[src/rtl/pulse_map.vh]
// Register indices, field positions and timing figures for the dual
// pulse output block. Assumes a word-addressed Avalon-MM slave port.
`ifndef PULSE_MAP_VH
`define PULSE_MAP_VH

// Register indices; byte address is four times the index.
`define IDX_G0_STATUS 8'h42
`define IDX_G0_CTL    8'h43
`define IDX_G0_CYC    8'h44
`define IDX_G0_WID    8'h46
`define IDX_G0_CNT    8'h48
`define IDX_G1_STATUS 8'h4C
`define IDX_G1_CTL    8'h4D
`define IDX_G1_CYC    8'h4E
`define IDX_G1_WID    8'h50
`define IDX_G1_CNT    8'h52
`define IDX_EXEC      8'h56

// Status byte fields.
`define ST_DELTA 4
`define ST_USER  5
`define ST_OVF   6
`define ST_IDLE  7

// Control byte fields.
`define CT_UPD_CYC 0
`define CT_UPD_WID 1
`define CT_UPD_CNT 2
`define CT_TB      3
`define CT_SYNC    4
`define CT_MULTI   5
`define CT_PWM     6
`define CT_EN      7

// Limits and reset values.
`define CYC_MIN   16'h0002
`define CNT_ZERO  32'h0000_0000
`define RST_BYTE  8'h00
`define RST_WORD  16'h0000
`define RST_DWORD 32'h0000_0000

// Time base figures.
`define CLK_NS  25
`define TICK_NS 1000
`define MS_US   1000

`endif

[src/rtl/dummy_unused_none.v]
`default_nettype none
`default_nettype wire

[src/rtl/pulse_out_top.v]
// Dual pulse output block: Avalon-MM register slave, two generators and
// a shared time base. Assumes ref_clk at 40 MHz and a synchronous reset.
//
// Operation
// Special memory bytes monitor and control both generators.
// Status bit 4 flags a profile aborted by delta calculation error.
// Status bit 5 flags a profile aborted by user command.
// Status bit 6 flags pipeline overflow; cleared by user or profiles.
// Status bit 7 reads 1 when idle, 0 while a train runs.
// Control bit 0 loads a new cycle time in both modes.
// Control bit 1 loads a new modulation pulse width.
// Control bit 2 loads a new pulse count.
// Control bit 3 picks 1 us or 1 ms per tick.
// Control bit 4 picks asynchronous or synchronous modulation update.
// Control bit 5 picks single segment or profile table operation; the code has no profile table and only clears status bit 6 on a command.
// Control bit 6 picks pulse train or pulse width modulation.
// Control bit 7 enables the generator; clear means no output.
// Cycle time is 16 bits, valid from 2 to 65535; the code refuses lower values only in pulse train mode.
// Pulse width is 16 bits, accepted from 0 to 65535.
// Pulse count is 32 bits, never zero.
// Second generator mirrors the first at its own offsets.
// Settings are sampled only when the output command executes.
// Synchronous update waits for period end; asynchronous restarts.
`default_nettype none
`include "pulse_map.vh"

module pulse_out_top (
   input  wire        ref_clk,
   input  wire        rst,
   input  wire [7:0]  avs_address,
   input  wire        avs_read,
   input  wire        avs_write,
   input  wire [31:0] avs_writedata,
   input  wire [3:0]  avs_byteenable,
   output reg  [31:0] avs_readdata,
   output reg         avs_waitrequest,
   output wire        pulse_out0,
   output wire        pulse_out1
);

   reg  [7:0]  ctl_reg   [0:1];
   reg  [15:0] cyc_reg   [0:1];
   reg  [15:0] wid_reg   [0:1];
   reg  [31:0] cnt_reg   [0:1];
   reg  [2:0]  flag_reg  [0:1];
   reg  [1:0]  exec_reg;
   wire [1:0]  busy;
   wire [1:0]  delta_ev;
   wire [1:0]  user_ev;
   wire [1:0]  ovf_ev;
   wire        us_tick;
   wire        ms_tick;

   // Address decode result.
   reg         hit;
   reg         gsel;
   reg  [2:0]  field;
   reg  [31:0] rd_next;
   reg  [2:0]  flag_next [0:1];
   integer     g;
   integer     k;

   localparam F_STATUS = 3'h0;
   localparam F_CTL    = 3'h1;
   localparam F_CYC    = 3'h2;
   localparam F_WID    = 3'h3;
   localparam F_CNT    = 3'h4;
   localparam F_EXEC   = 3'h5;

   wire access = (avs_read | avs_write) & avs_waitrequest;
   wire wr     = avs_write & avs_waitrequest;

   // Byte-lane merge so partial writes leave other lanes untouched.
   function [31:0] merge;
      input [31:0] old;
      input [31:0] new_val;
      input [3:0]  be;
      integer      b;
      begin
         merge = old;
         for (b = 0; b < 4; b = b + 1) begin
            if (be[b]) begin
               merge[b*8 +: 8] = new_val[b*8 +: 8];
            end
         end
      end
   endfunction

   // Lane-merged word values; only the low half is kept on purpose.
   wire [31:0] cyc_merged = merge({16'h0000, cyc_reg[gsel]}, avs_writedata,
                                  avs_byteenable);
   wire [31:0] wid_merged = merge({16'h0000, wid_reg[gsel]}, avs_writedata,
                                  avs_byteenable);

   // Register index to generator and field.
   always @* begin
      hit   = 1'b1;
      gsel  = 1'b0;
      field = F_STATUS;
      case (avs_address)
         `IDX_G0_STATUS: field = F_STATUS;
         `IDX_G0_CTL:    field = F_CTL;
         `IDX_G0_CYC:    field = F_CYC;
         `IDX_G0_WID:    field = F_WID;
         `IDX_G0_CNT:    field = F_CNT;
         `IDX_G1_STATUS: begin
            gsel  = 1'b1;
            field = F_STATUS;
         end
         `IDX_G1_CTL: begin
            gsel  = 1'b1;
            field = F_CTL;
         end
         `IDX_G1_CYC: begin
            gsel  = 1'b1;
            field = F_CYC;
         end
         `IDX_G1_WID: begin
            gsel  = 1'b1;
            field = F_WID;
         end
         `IDX_G1_CNT: begin
            gsel  = 1'b1;
            field = F_CNT;
         end
         `IDX_EXEC:      field = F_EXEC;
         default:        hit   = 1'b0;
      endcase
   end

   // Read mux; unmapped indices and the command register read as zero.
   always @* begin
      rd_next = 32'h0000_0000;
      if (hit) begin
         case (field)
            F_STATUS: rd_next = {24'h000000, ~busy[gsel],
                                 flag_reg[gsel], 4'h0};
            F_CTL:    rd_next = {24'h000000, ctl_reg[gsel]};
            F_CYC:    rd_next = {16'h0000, cyc_reg[gsel]};
            F_WID:    rd_next = {16'h0000, wid_reg[gsel]};
            F_CNT:    rd_next = cnt_reg[gsel];
            default:  rd_next = 32'h0000_0000;
         endcase
      end
   end

   // Bus handshake: one wait cycle, then waitrequest drops for one cycle.
   always @(posedge ref_clk) begin
      if (rst) begin
         avs_waitrequest <= 1'b1;
         avs_readdata    <= 32'h0000_0000;
      end else if (access) begin
         avs_waitrequest <= 1'b0;
         avs_readdata    <= avs_read ? rd_next : 32'h0000_0000;
      end else begin
         avs_waitrequest <= 1'b1;
      end
   end

   // Value and control registers; the generators only look at them
   // when a command pulse arrives.
   always @(posedge ref_clk) begin
      if (rst) begin
         for (g = 0; g < 2; g = g + 1) begin
            ctl_reg[g] <= `RST_BYTE;
            cyc_reg[g] <= `CYC_MIN;
            wid_reg[g] <= `RST_WORD;
            cnt_reg[g] <= `RST_DWORD;
         end
         exec_reg <= 2'b00;
      end else begin
         exec_reg <= 2'b00;
         if (wr && hit) begin
            case (field)
               F_CTL: begin
                  if (avs_byteenable[0]) begin
                     ctl_reg[gsel] <= avs_writedata[7:0];
                  end
               end
               F_CYC: cyc_reg[gsel] <= cyc_merged[15:0];
               F_WID: wid_reg[gsel] <= wid_merged[15:0];
               F_CNT: cnt_reg[gsel] <= merge(cnt_reg[gsel],
                  avs_writedata, avs_byteenable);
               F_EXEC: begin
                  if (avs_byteenable[0]) begin
                     exec_reg <= avs_writedata[1:0];
                  end
               end
               default: exec_reg <= 2'b00;
            endcase
         end
      end
   end

   // Next status flags: writing 0 clears a flag, an event in the same
   // cycle still sets it so no event is lost.
   always @* begin
      for (k = 0; k < 2; k = k + 1) begin
         flag_next[k] = flag_reg[k];
         if (wr && hit && field == F_STATUS && gsel == k[0]
             && avs_byteenable[0]) begin
            flag_next[k] = flag_next[k] & avs_writedata[6:4];
         end
         if (exec_reg[k] && ctl_reg[k][`CT_MULTI]) begin
            flag_next[k][2] = 1'b0;
         end
         flag_next[k] = flag_next[k] | {ovf_ev[k], user_ev[k], delta_ev[k]};
      end
   end

   // Sticky status flags.
   always @(posedge ref_clk) begin
      if (rst) begin
         flag_reg[0] <= 3'b000;
         flag_reg[1] <= 3'b000;
      end else begin
         flag_reg[0] <= flag_next[0];
         flag_reg[1] <= flag_next[1];
      end
   end

   tick_base u_tick (
      .ref_clk (ref_clk),
      .rst     (rst),
      .us_tick (us_tick),
      .ms_tick (ms_tick)
   );

   pulse_gen u_gen0 (
      .ref_clk   (ref_clk),
      .rst       (rst),
      .us_tick   (us_tick),
      .ms_tick   (ms_tick),
      .exec      (exec_reg[0]),
      .ctl       (ctl_reg[0]),
      .cycle_in  (cyc_reg[0]),
      .width_in  (wid_reg[0]),
      .count_in  (cnt_reg[0]),
      .pulse_out (pulse_out0),
      .busy      (busy[0]),
      .delta_ev  (delta_ev[0]),
      .user_ev   (user_ev[0]),
      .ovf_ev    (ovf_ev[0])
   );

   // Second generator is an identical copy.
   pulse_gen u_gen1 (
      .ref_clk   (ref_clk),
      .rst       (rst),
      .us_tick   (us_tick),
      .ms_tick   (ms_tick),
      .exec      (exec_reg[1]),
      .ctl       (ctl_reg[1]),
      .cycle_in  (cyc_reg[1]),
      .width_in  (wid_reg[1]),
      .count_in  (cnt_reg[1]),
      .pulse_out (pulse_out1),
      .busy      (busy[1]),
      .delta_ev  (delta_ev[1]),
      .user_ev   (user_ev[1]),
      .ovf_ev    (ovf_ev[1])
   );

endmodule // pulse_out_top
`default_nettype wire

[src/rtl/tick_base.v]
// Time base for the pulse generators: one-cycle ticks every 1 us and 1 ms.
// Assumes ref_clk runs at a rate whose period divides 1 us evenly.
`default_nettype none
`include "pulse_map.vh"

module tick_base #(
   parameter US_CYC = `TICK_NS / `CLK_NS,
   parameter MS_US  = `MS_US
) (
   input  wire        ref_clk,
   input  wire        rst,
   output reg         us_tick,
   output reg         ms_tick
);

   reg [15:0] div_reg;
   reg [15:0] us_cnt_reg;

   // Two cascaded dividers keep each counter narrow.
   always @(posedge ref_clk) begin
      if (rst) begin
         div_reg    <= 16'h0000;
         us_cnt_reg <= 16'h0000;
         us_tick    <= 1'b0;
         ms_tick    <= 1'b0;
      end else begin
         us_tick <= 1'b0;
         ms_tick <= 1'b0;
         if (div_reg == US_CYC[15:0] - 16'h0001) begin
            div_reg <= 16'h0000;
            us_tick <= 1'b1;
            if (us_cnt_reg == MS_US[15:0] - 16'h0001) begin
               us_cnt_reg <= 16'h0000;
               ms_tick    <= 1'b1;
            end else begin
               us_cnt_reg <= us_cnt_reg + 16'h0001;
            end
         end else begin
            div_reg <= div_reg + 16'h0001;
         end
      end
   end

endmodule // tick_base
`default_nettype wire

[src/rtl/pulse_gen.v]
// One pulse generator: pulse train of a counted number of pulses or
// pulse width modulation. Assumes exec is a one-cycle pulse from the
// register block and that ticks are one-cycle pulses.
`default_nettype none
`include "pulse_map.vh"

module pulse_gen (
   input  wire        ref_clk,
   input  wire        rst,
   input  wire        us_tick,
   input  wire        ms_tick,
   input  wire        exec,
   input  wire [7:0]  ctl,
   input  wire [15:0] cycle_in,
   input  wire [15:0] width_in,
   input  wire [31:0] count_in,
   output reg         pulse_out,
   output wire        busy,
   output reg         delta_ev,
   output reg         user_ev,
   output reg         ovf_ev
);

   reg        run_reg;
   reg        pwm_reg;
   reg        tb_reg;
   reg [15:0] cyc_reg;
   reg [15:0] wid_reg;
   reg [15:0] phase_reg;
   reg [31:0] left_reg;
   reg [31:0] cnt_last_reg;
   reg        pend_reg;
   reg [15:0] pend_cyc_reg;
   reg [15:0] pend_wid_reg;
   reg [31:0] pend_cnt_reg;

   wire        tick       = tb_reg ? ms_tick : us_tick;
   wire        period_end = (phase_reg == cyc_reg - 16'h0001);
   wire [15:0] new_cyc    = ctl[`CT_UPD_CYC] ? cycle_in : cyc_reg;
   wire [15:0] new_wid    = ctl[`CT_UPD_WID] ? width_in : wid_reg;
   wire [31:0] new_cnt    = ctl[`CT_UPD_CNT] ? count_in : cnt_last_reg;

   // Idle means no pulse train in progress.
   assign busy = run_reg & ~pwm_reg;

   // Parameters are taken only at exec, so plain register writes never
   // disturb a running output.
   always @(posedge ref_clk) begin
      if (rst) begin
         run_reg      <= 1'b0;
         pwm_reg      <= 1'b0;
         tb_reg       <= 1'b0;
         cyc_reg      <= `CYC_MIN;
         wid_reg      <= `RST_WORD;
         phase_reg    <= `RST_WORD;
         left_reg     <= `RST_DWORD;
         cnt_last_reg <= `RST_DWORD;
         pend_reg     <= 1'b0;
         pend_cyc_reg <= `CYC_MIN;
         pend_wid_reg <= `RST_WORD;
         pend_cnt_reg <= `RST_DWORD;
         pulse_out    <= 1'b0;
         delta_ev     <= 1'b0;
         user_ev      <= 1'b0;
         ovf_ev       <= 1'b0;
      end else begin
         delta_ev <= 1'b0;
         user_ev  <= 1'b0;
         ovf_ev   <= 1'b0;
         if (exec) begin
            if (!ctl[`CT_EN]) begin
               user_ev  <= run_reg & ~pwm_reg;
               run_reg  <= 1'b0;
               pend_reg <= 1'b0;
            end else if (ctl[`CT_PWM]) begin
               tb_reg  <= ctl[`CT_TB];
               pwm_reg <= 1'b1;
               if (run_reg && pwm_reg && ctl[`CT_SYNC]) begin
                  pend_reg     <= 1'b1;
                  pend_cyc_reg <= new_cyc;
                  pend_wid_reg <= new_wid;
               end else begin
                  cyc_reg   <= new_cyc;
                  wid_reg   <= new_wid;
                  phase_reg <= `RST_WORD;
                  run_reg   <= 1'b1;
                  pend_reg  <= 1'b0;
               end
            end else if (new_cyc < `CYC_MIN || new_cnt == `CNT_ZERO) begin
               delta_ev <= 1'b1;
            end else if (run_reg && !pwm_reg) begin
               // A second train queues behind the running one.
               if (pend_reg) begin
                  ovf_ev <= 1'b1;
               end else begin
                  pend_reg     <= 1'b1;
                  pend_cyc_reg <= new_cyc;
                  pend_cnt_reg <= new_cnt;
               end
               cnt_last_reg <= new_cnt;
            end else begin
               tb_reg       <= ctl[`CT_TB];
               pwm_reg      <= 1'b0;
               cyc_reg      <= new_cyc;
               left_reg     <= new_cnt;
               cnt_last_reg <= new_cnt;
               phase_reg    <= `RST_WORD;
               run_reg      <= 1'b1;
               pend_reg     <= 1'b0;
            end
         end else if (run_reg && tick) begin
            if (period_end) begin
               phase_reg <= `RST_WORD;
               if (pwm_reg) begin
                  if (pend_reg) begin
                     cyc_reg  <= pend_cyc_reg;
                     wid_reg  <= pend_wid_reg;
                     pend_reg <= 1'b0;
                  end
               end else if (left_reg == 32'h0000_0001) begin
                  if (pend_reg) begin
                     cyc_reg  <= pend_cyc_reg;
                     left_reg <= pend_cnt_reg;
                     pend_reg <= 1'b0;
                  end else begin
                     run_reg <= 1'b0;
                  end
               end else begin
                  left_reg <= left_reg - 32'h0000_0001;
               end
            end else begin
               phase_reg <= phase_reg + 16'h0001;
            end
         end
         // Pulse train runs at half duty; the output lags phase by a cycle.
         if (!run_reg) begin
            pulse_out <= 1'b0;
         end else if (pwm_reg) begin
            pulse_out <= (phase_reg < wid_reg);
         end else begin
            pulse_out <= (phase_reg < {1'b0, cyc_reg[15:1]});
         end
      end
   end

endmodule // pulse_gen
`default_nettype wire

[config.mk]
export PLATFORM = sky130hd
export DESIGN_NAME = pulse_out_top
export DESIGN_NICKNAME = d
export VERILOG_FILES = /design/src/rtl/dummy_unused_none.v /design/src/rtl/pulse_out_top.v /design/src/rtl/tick_base.v /design/src/rtl/pulse_gen.v
export VERILOG_INCLUDE_DIRS = /design/src /design/src/rtl
export SDC_FILE = /design/constraint.sdc
export NUM_CORES = 2
export LEC_CHECK = 0
export BUFFER_PORTS_ARGS = -buffer_cell sky130_fd_sc_hd__buf_2
export CAP_MARGIN = 20
export CORE_MARGIN = 2
export CORE_UTILIZATION = 40
export CTS_CLUSTER_SIZE = 25
export DETAILED_ROUTE_END_ITERATION = 8
export SLEW_MARGIN = 20
export SYNTH_ARGS = -nofsm -noshare
export SYNTH_HDL_FRONTEND = slang
export SYNTH_SLANG_ARGS = --single-unit
[constraint.sdc]
create_clock -name ref_clk -period 4.86 [get_ports ref_clk]
set_input_delay 0.972 -clock ref_clk [delete_from_list [all_inputs] [get_ports ref_clk]]
set_output_delay 0.972 -clock ref_clk [all_outputs]
set_load 0.02 [all_outputs]
==> flow_metrics.py <==
metrics = {
    "die": {
        "die_area_sq_um": 79600,
        "die_w_um": 282,
        "ios": 83,
        "die_y_um": 282,
        "start_util": 0.406,
        "core-area_sq_um": 76200,
        "placementRows": 101,
    },
    "sta": {
        "slew_violations": 0,
        "tns_ns": 0,
        "rsz0062_at_grt": "no",
        "worst_hold_slack_ns": 0.452,
        "timing.max_slew.rel_slack": 0.235,
        "fin_ws_ns": 0.948,
        "skew_ns": 0.0208,
        "hold_viol": 0,
        "fin_crit_ns": 3.91,
        "tightest_slew_ns": 1.15,
        "period_share": 0.805,
        "max_clock_freq_mhz": 256,
        "finalSetupViolCount": 0,
    },
    "logic_synthesis": {
        "synth_top_area_frac": 0.287,
        "yosysWarnings": 0,
        "ys_async_sr_fraction": 0,
        "synth.most_common_cell": "nor2_1",
        "seq_area_frac_synth": 0.426,
        "synth_area_leaders": "dfxtp_1, edfxtp_1, mux2i_1",
        "synth_ff_type": "dfxtp_1",
        "synth_commonest_cells": "nor2_1, dfxtp_1, nand2_1",
        "synth_edf_count": 144,
        "synth-seq-cells": 587,
        "syn-cell-area_sq_um": 30900,
        "yosysUniqueCellTypes": 86,
        "syn_inst": 3575,
        "synth_top_area_cell": "dfxtp_1",
        "syn-num-nets": 3691,
        "syn_avg_cell_area_sq_um": 8.66,
    },
    "setup_path": {
        "crit_buf_inv": 2,
        "cp_cell_sequence": "inv_1, ha_1, nor3b_2, nand3_1, mux2_2, a221o_1, nand2b_1, o31ai_4, buf_4, nand4_1, o21ai_0",
        "cpLargestDelayFamily": "compound AO/OA/AOI/OAI gates",
        "cpMaxStageDelayCell": "o31ai_4",
        "cp_data_required_time_ns": 5.39,
        "cpPeakStageDelay_ns": 0.88,
        "cp-end-kind": "flip-flop",
        "critPathLaunchType": "flip-flop",
        "critical_path_class": "flip-flop to flip-flop",
        "cp_max_fo": 20,
        "crit_arrival_ns": 4.44,
    },
    "routing": {
        "ant_nets": 0,
        "drcViolationCount": 0,
        "viasPerCell": 5.65,
        "drt_first_pass_iters": 6,
        "wl_per_cell_um": 20.5,
        "drtIter0Drc": 2475,
        "wl_um": 95000,
        "vias": 26152,
    },
    "placed_design": {
        "io_buffers": 82,
        "place_area_sq_um": 32200,
        "gp_congestion": 0.952,
        "hpwl_um": 67900,
        "post-place-ws_ns": 0.747,
    },
    "global_route": {
        "grt_remaining_overflow": 0,
        "track_usage": 0.238,
        "grt_first_pass_wirelength_um": 148000,
        "grt_max_degree": 119,
        "antenna_found_initial": 3,
        "grt_pass1_vias": 24225,
    },
    "pwr": {
        "internal_power_mw": 8.09,
        "netSwitchingPower_mw": 2.50,
        "leakagePower_nw": 12.6,
        "p_per_area_nw_per_um2": 307,
        "switching_share": 0.236,
        "power_frac_clock": 0.480,
        "power_mw": 10.6,
        "seqPwrFrac": 0.484,
        "power_frac_comb": 0.037,
        "ir_drop_uv": 236,
    },
    "cts": {
        "worstSkewPairLatency_ns": 0.62,
        "cts_buffer_depth": 3,
        "cts_buffers": 68,
        "cts_root_buffer": "clkbuf_16",
        "post_cts_buffers": 0,
        "cts.clk_slew.worst_paths_ns": 0.06,
        "cts_resized": 0,
        "cts_sinks": 587,
        "h-tree-depth": 3,
        "tritoncts": "built",
        "ctsHoldBuffers": 0,
    },
    "finish": {
        "largest_register_ff_count": 64,
        "syn_to_final_growth_pct": 11.3,
        "finalNetCount": 3662,
        "design_area_sq_um": 34400,
        "final_layout_size_suffix_gt1_frac": 0.103,
    },
    "run": {
        "maxCapViolCount": 0,
    },
    "run_status": {
        "status": "finished, final reports clean",
    },
    "hold_path": {
        "holdCritPathClass": "flip-flop to flip-flop",
    },
}
-- worst reg2reg max path: cells and delay by family (launching register included) --
kind / cells / cell delay [ns]
AOI/OAI and AO/OA: 3 / 1.36
DFF: 1 / 0.37
adders and majority gates: 1 / 0.23
buffers and inverters: 2 / 0.41
and+or+nand+nor: 4 / 1.15
muxes: 1 / 0.32
-- through the flow --
step / cells / util
global route: 4628 / 0.452
detailed placement: 4506 / 0.423
CTS: 4628 / 0.452
finish: 4632 / 0.452
global placement: 4506 / 0.423
floorplan: 3575 / -
-- placed cells by master, fill, tap and decap left out, types with 18 or more instances in the layout --
cell / count
nor2_1: 630
dfxtp_1: 441
nand2_1: 274
mux2i_1: 239
a21oi_1: 206
a211oi_1: 149
edfxtp_1: 144
o21ai_0: 109
nor3_1: 97
nand2b_1: 93
inv_1: 86
buf_2: 81
nand3_1: 71
xnor2_1: 70
ha_1: 68
clkbuf_16: 68
buf_4: 65
nor4_1: 62
xor2_1: 58
nand4_1: 53
or2_2: 35
a211o_1: 32
or4_1: 31
mux2_2: 29
a21o_1: 27
o22ai_1: 25
o31ai_1: 25
and3_1: 23
and2_1: 22
or3_1: 19
a211oi_2: 19
o211ai_1: 18
-- power groups by stage --
| stage | logic [mW] | registers, mW | clock network [mW] |
|---|---|---|---|
| finish | 0.387 | 5.12 | 5.08 |
| detailed placement | 0.382 | 5.22 | 0 |
| global placement | 0.383 | 5.22 | 0 |
| CTS | 0.383 | 5.12 | 5.18 |
| global route | 0.412 | 5.12 | 5.38 |
| floorplan | 0.250 | 5.17 | 0 |
-- routing by layer --
layer | vias up | GRT usage | wire length, um
met3 | 154 | 0.0344 | 7050
met1 | 12415 | 0.335 | 42300
met4 | 0 | 0.0731 | 2510
met5 | - | 0 | 0
met2 | 892 | 0.377 | 43100
li1 | 12691 | - | -
-- cell type report --
| class | count | area [sq um] |
|---|---|---|
| fillers | 7448 | 41800 |
| diodes | 4 | 10.0 |
| flip-flops and latches | 587 | 13200 |
| multi-input cells | 2652 | 16500 |
| clock buffers | 95 | 1910 |
| clock inverters | 27 | 274 |
| inverters | 88 | 330 |
| well taps | 1030 | 1290 |
| repair buffers | 149 | 948 |
-- logic make-up (layout without fill, tap and decap cells) --
kind of cell,Yosys count,after routing,share of synthesized area
and+or+nand+nor,1467,1467,0.222
AOI/OAI and AO/OA,720,720,0.156
DFF,587,587,0.426
buffers and inverters,336,359,0.0433
muxes,268,268,0.0879
xor gates and xnor gates,129,129,0.0370
adders and majority gates,68,68,0.0275
other,0,4,0
-- final timing paths --
path	slack (ns)	end	depth (start not counted)	from
setup reg to reg	0.95	u_gen1.wid_reg[0]	11	u_gen1.cyc_reg[1]
setup / recovery	0.95	u_gen1.wid_reg[0]	11	u_gen1.cyc_reg[1]
hold reg to reg	0.45	avs_readdata[11]	2	avs_readdata[11]
hold / removal	0.45	avs_readdata[11]	2	avs_readdata[11]
Power figures use the tool's default switching activity.
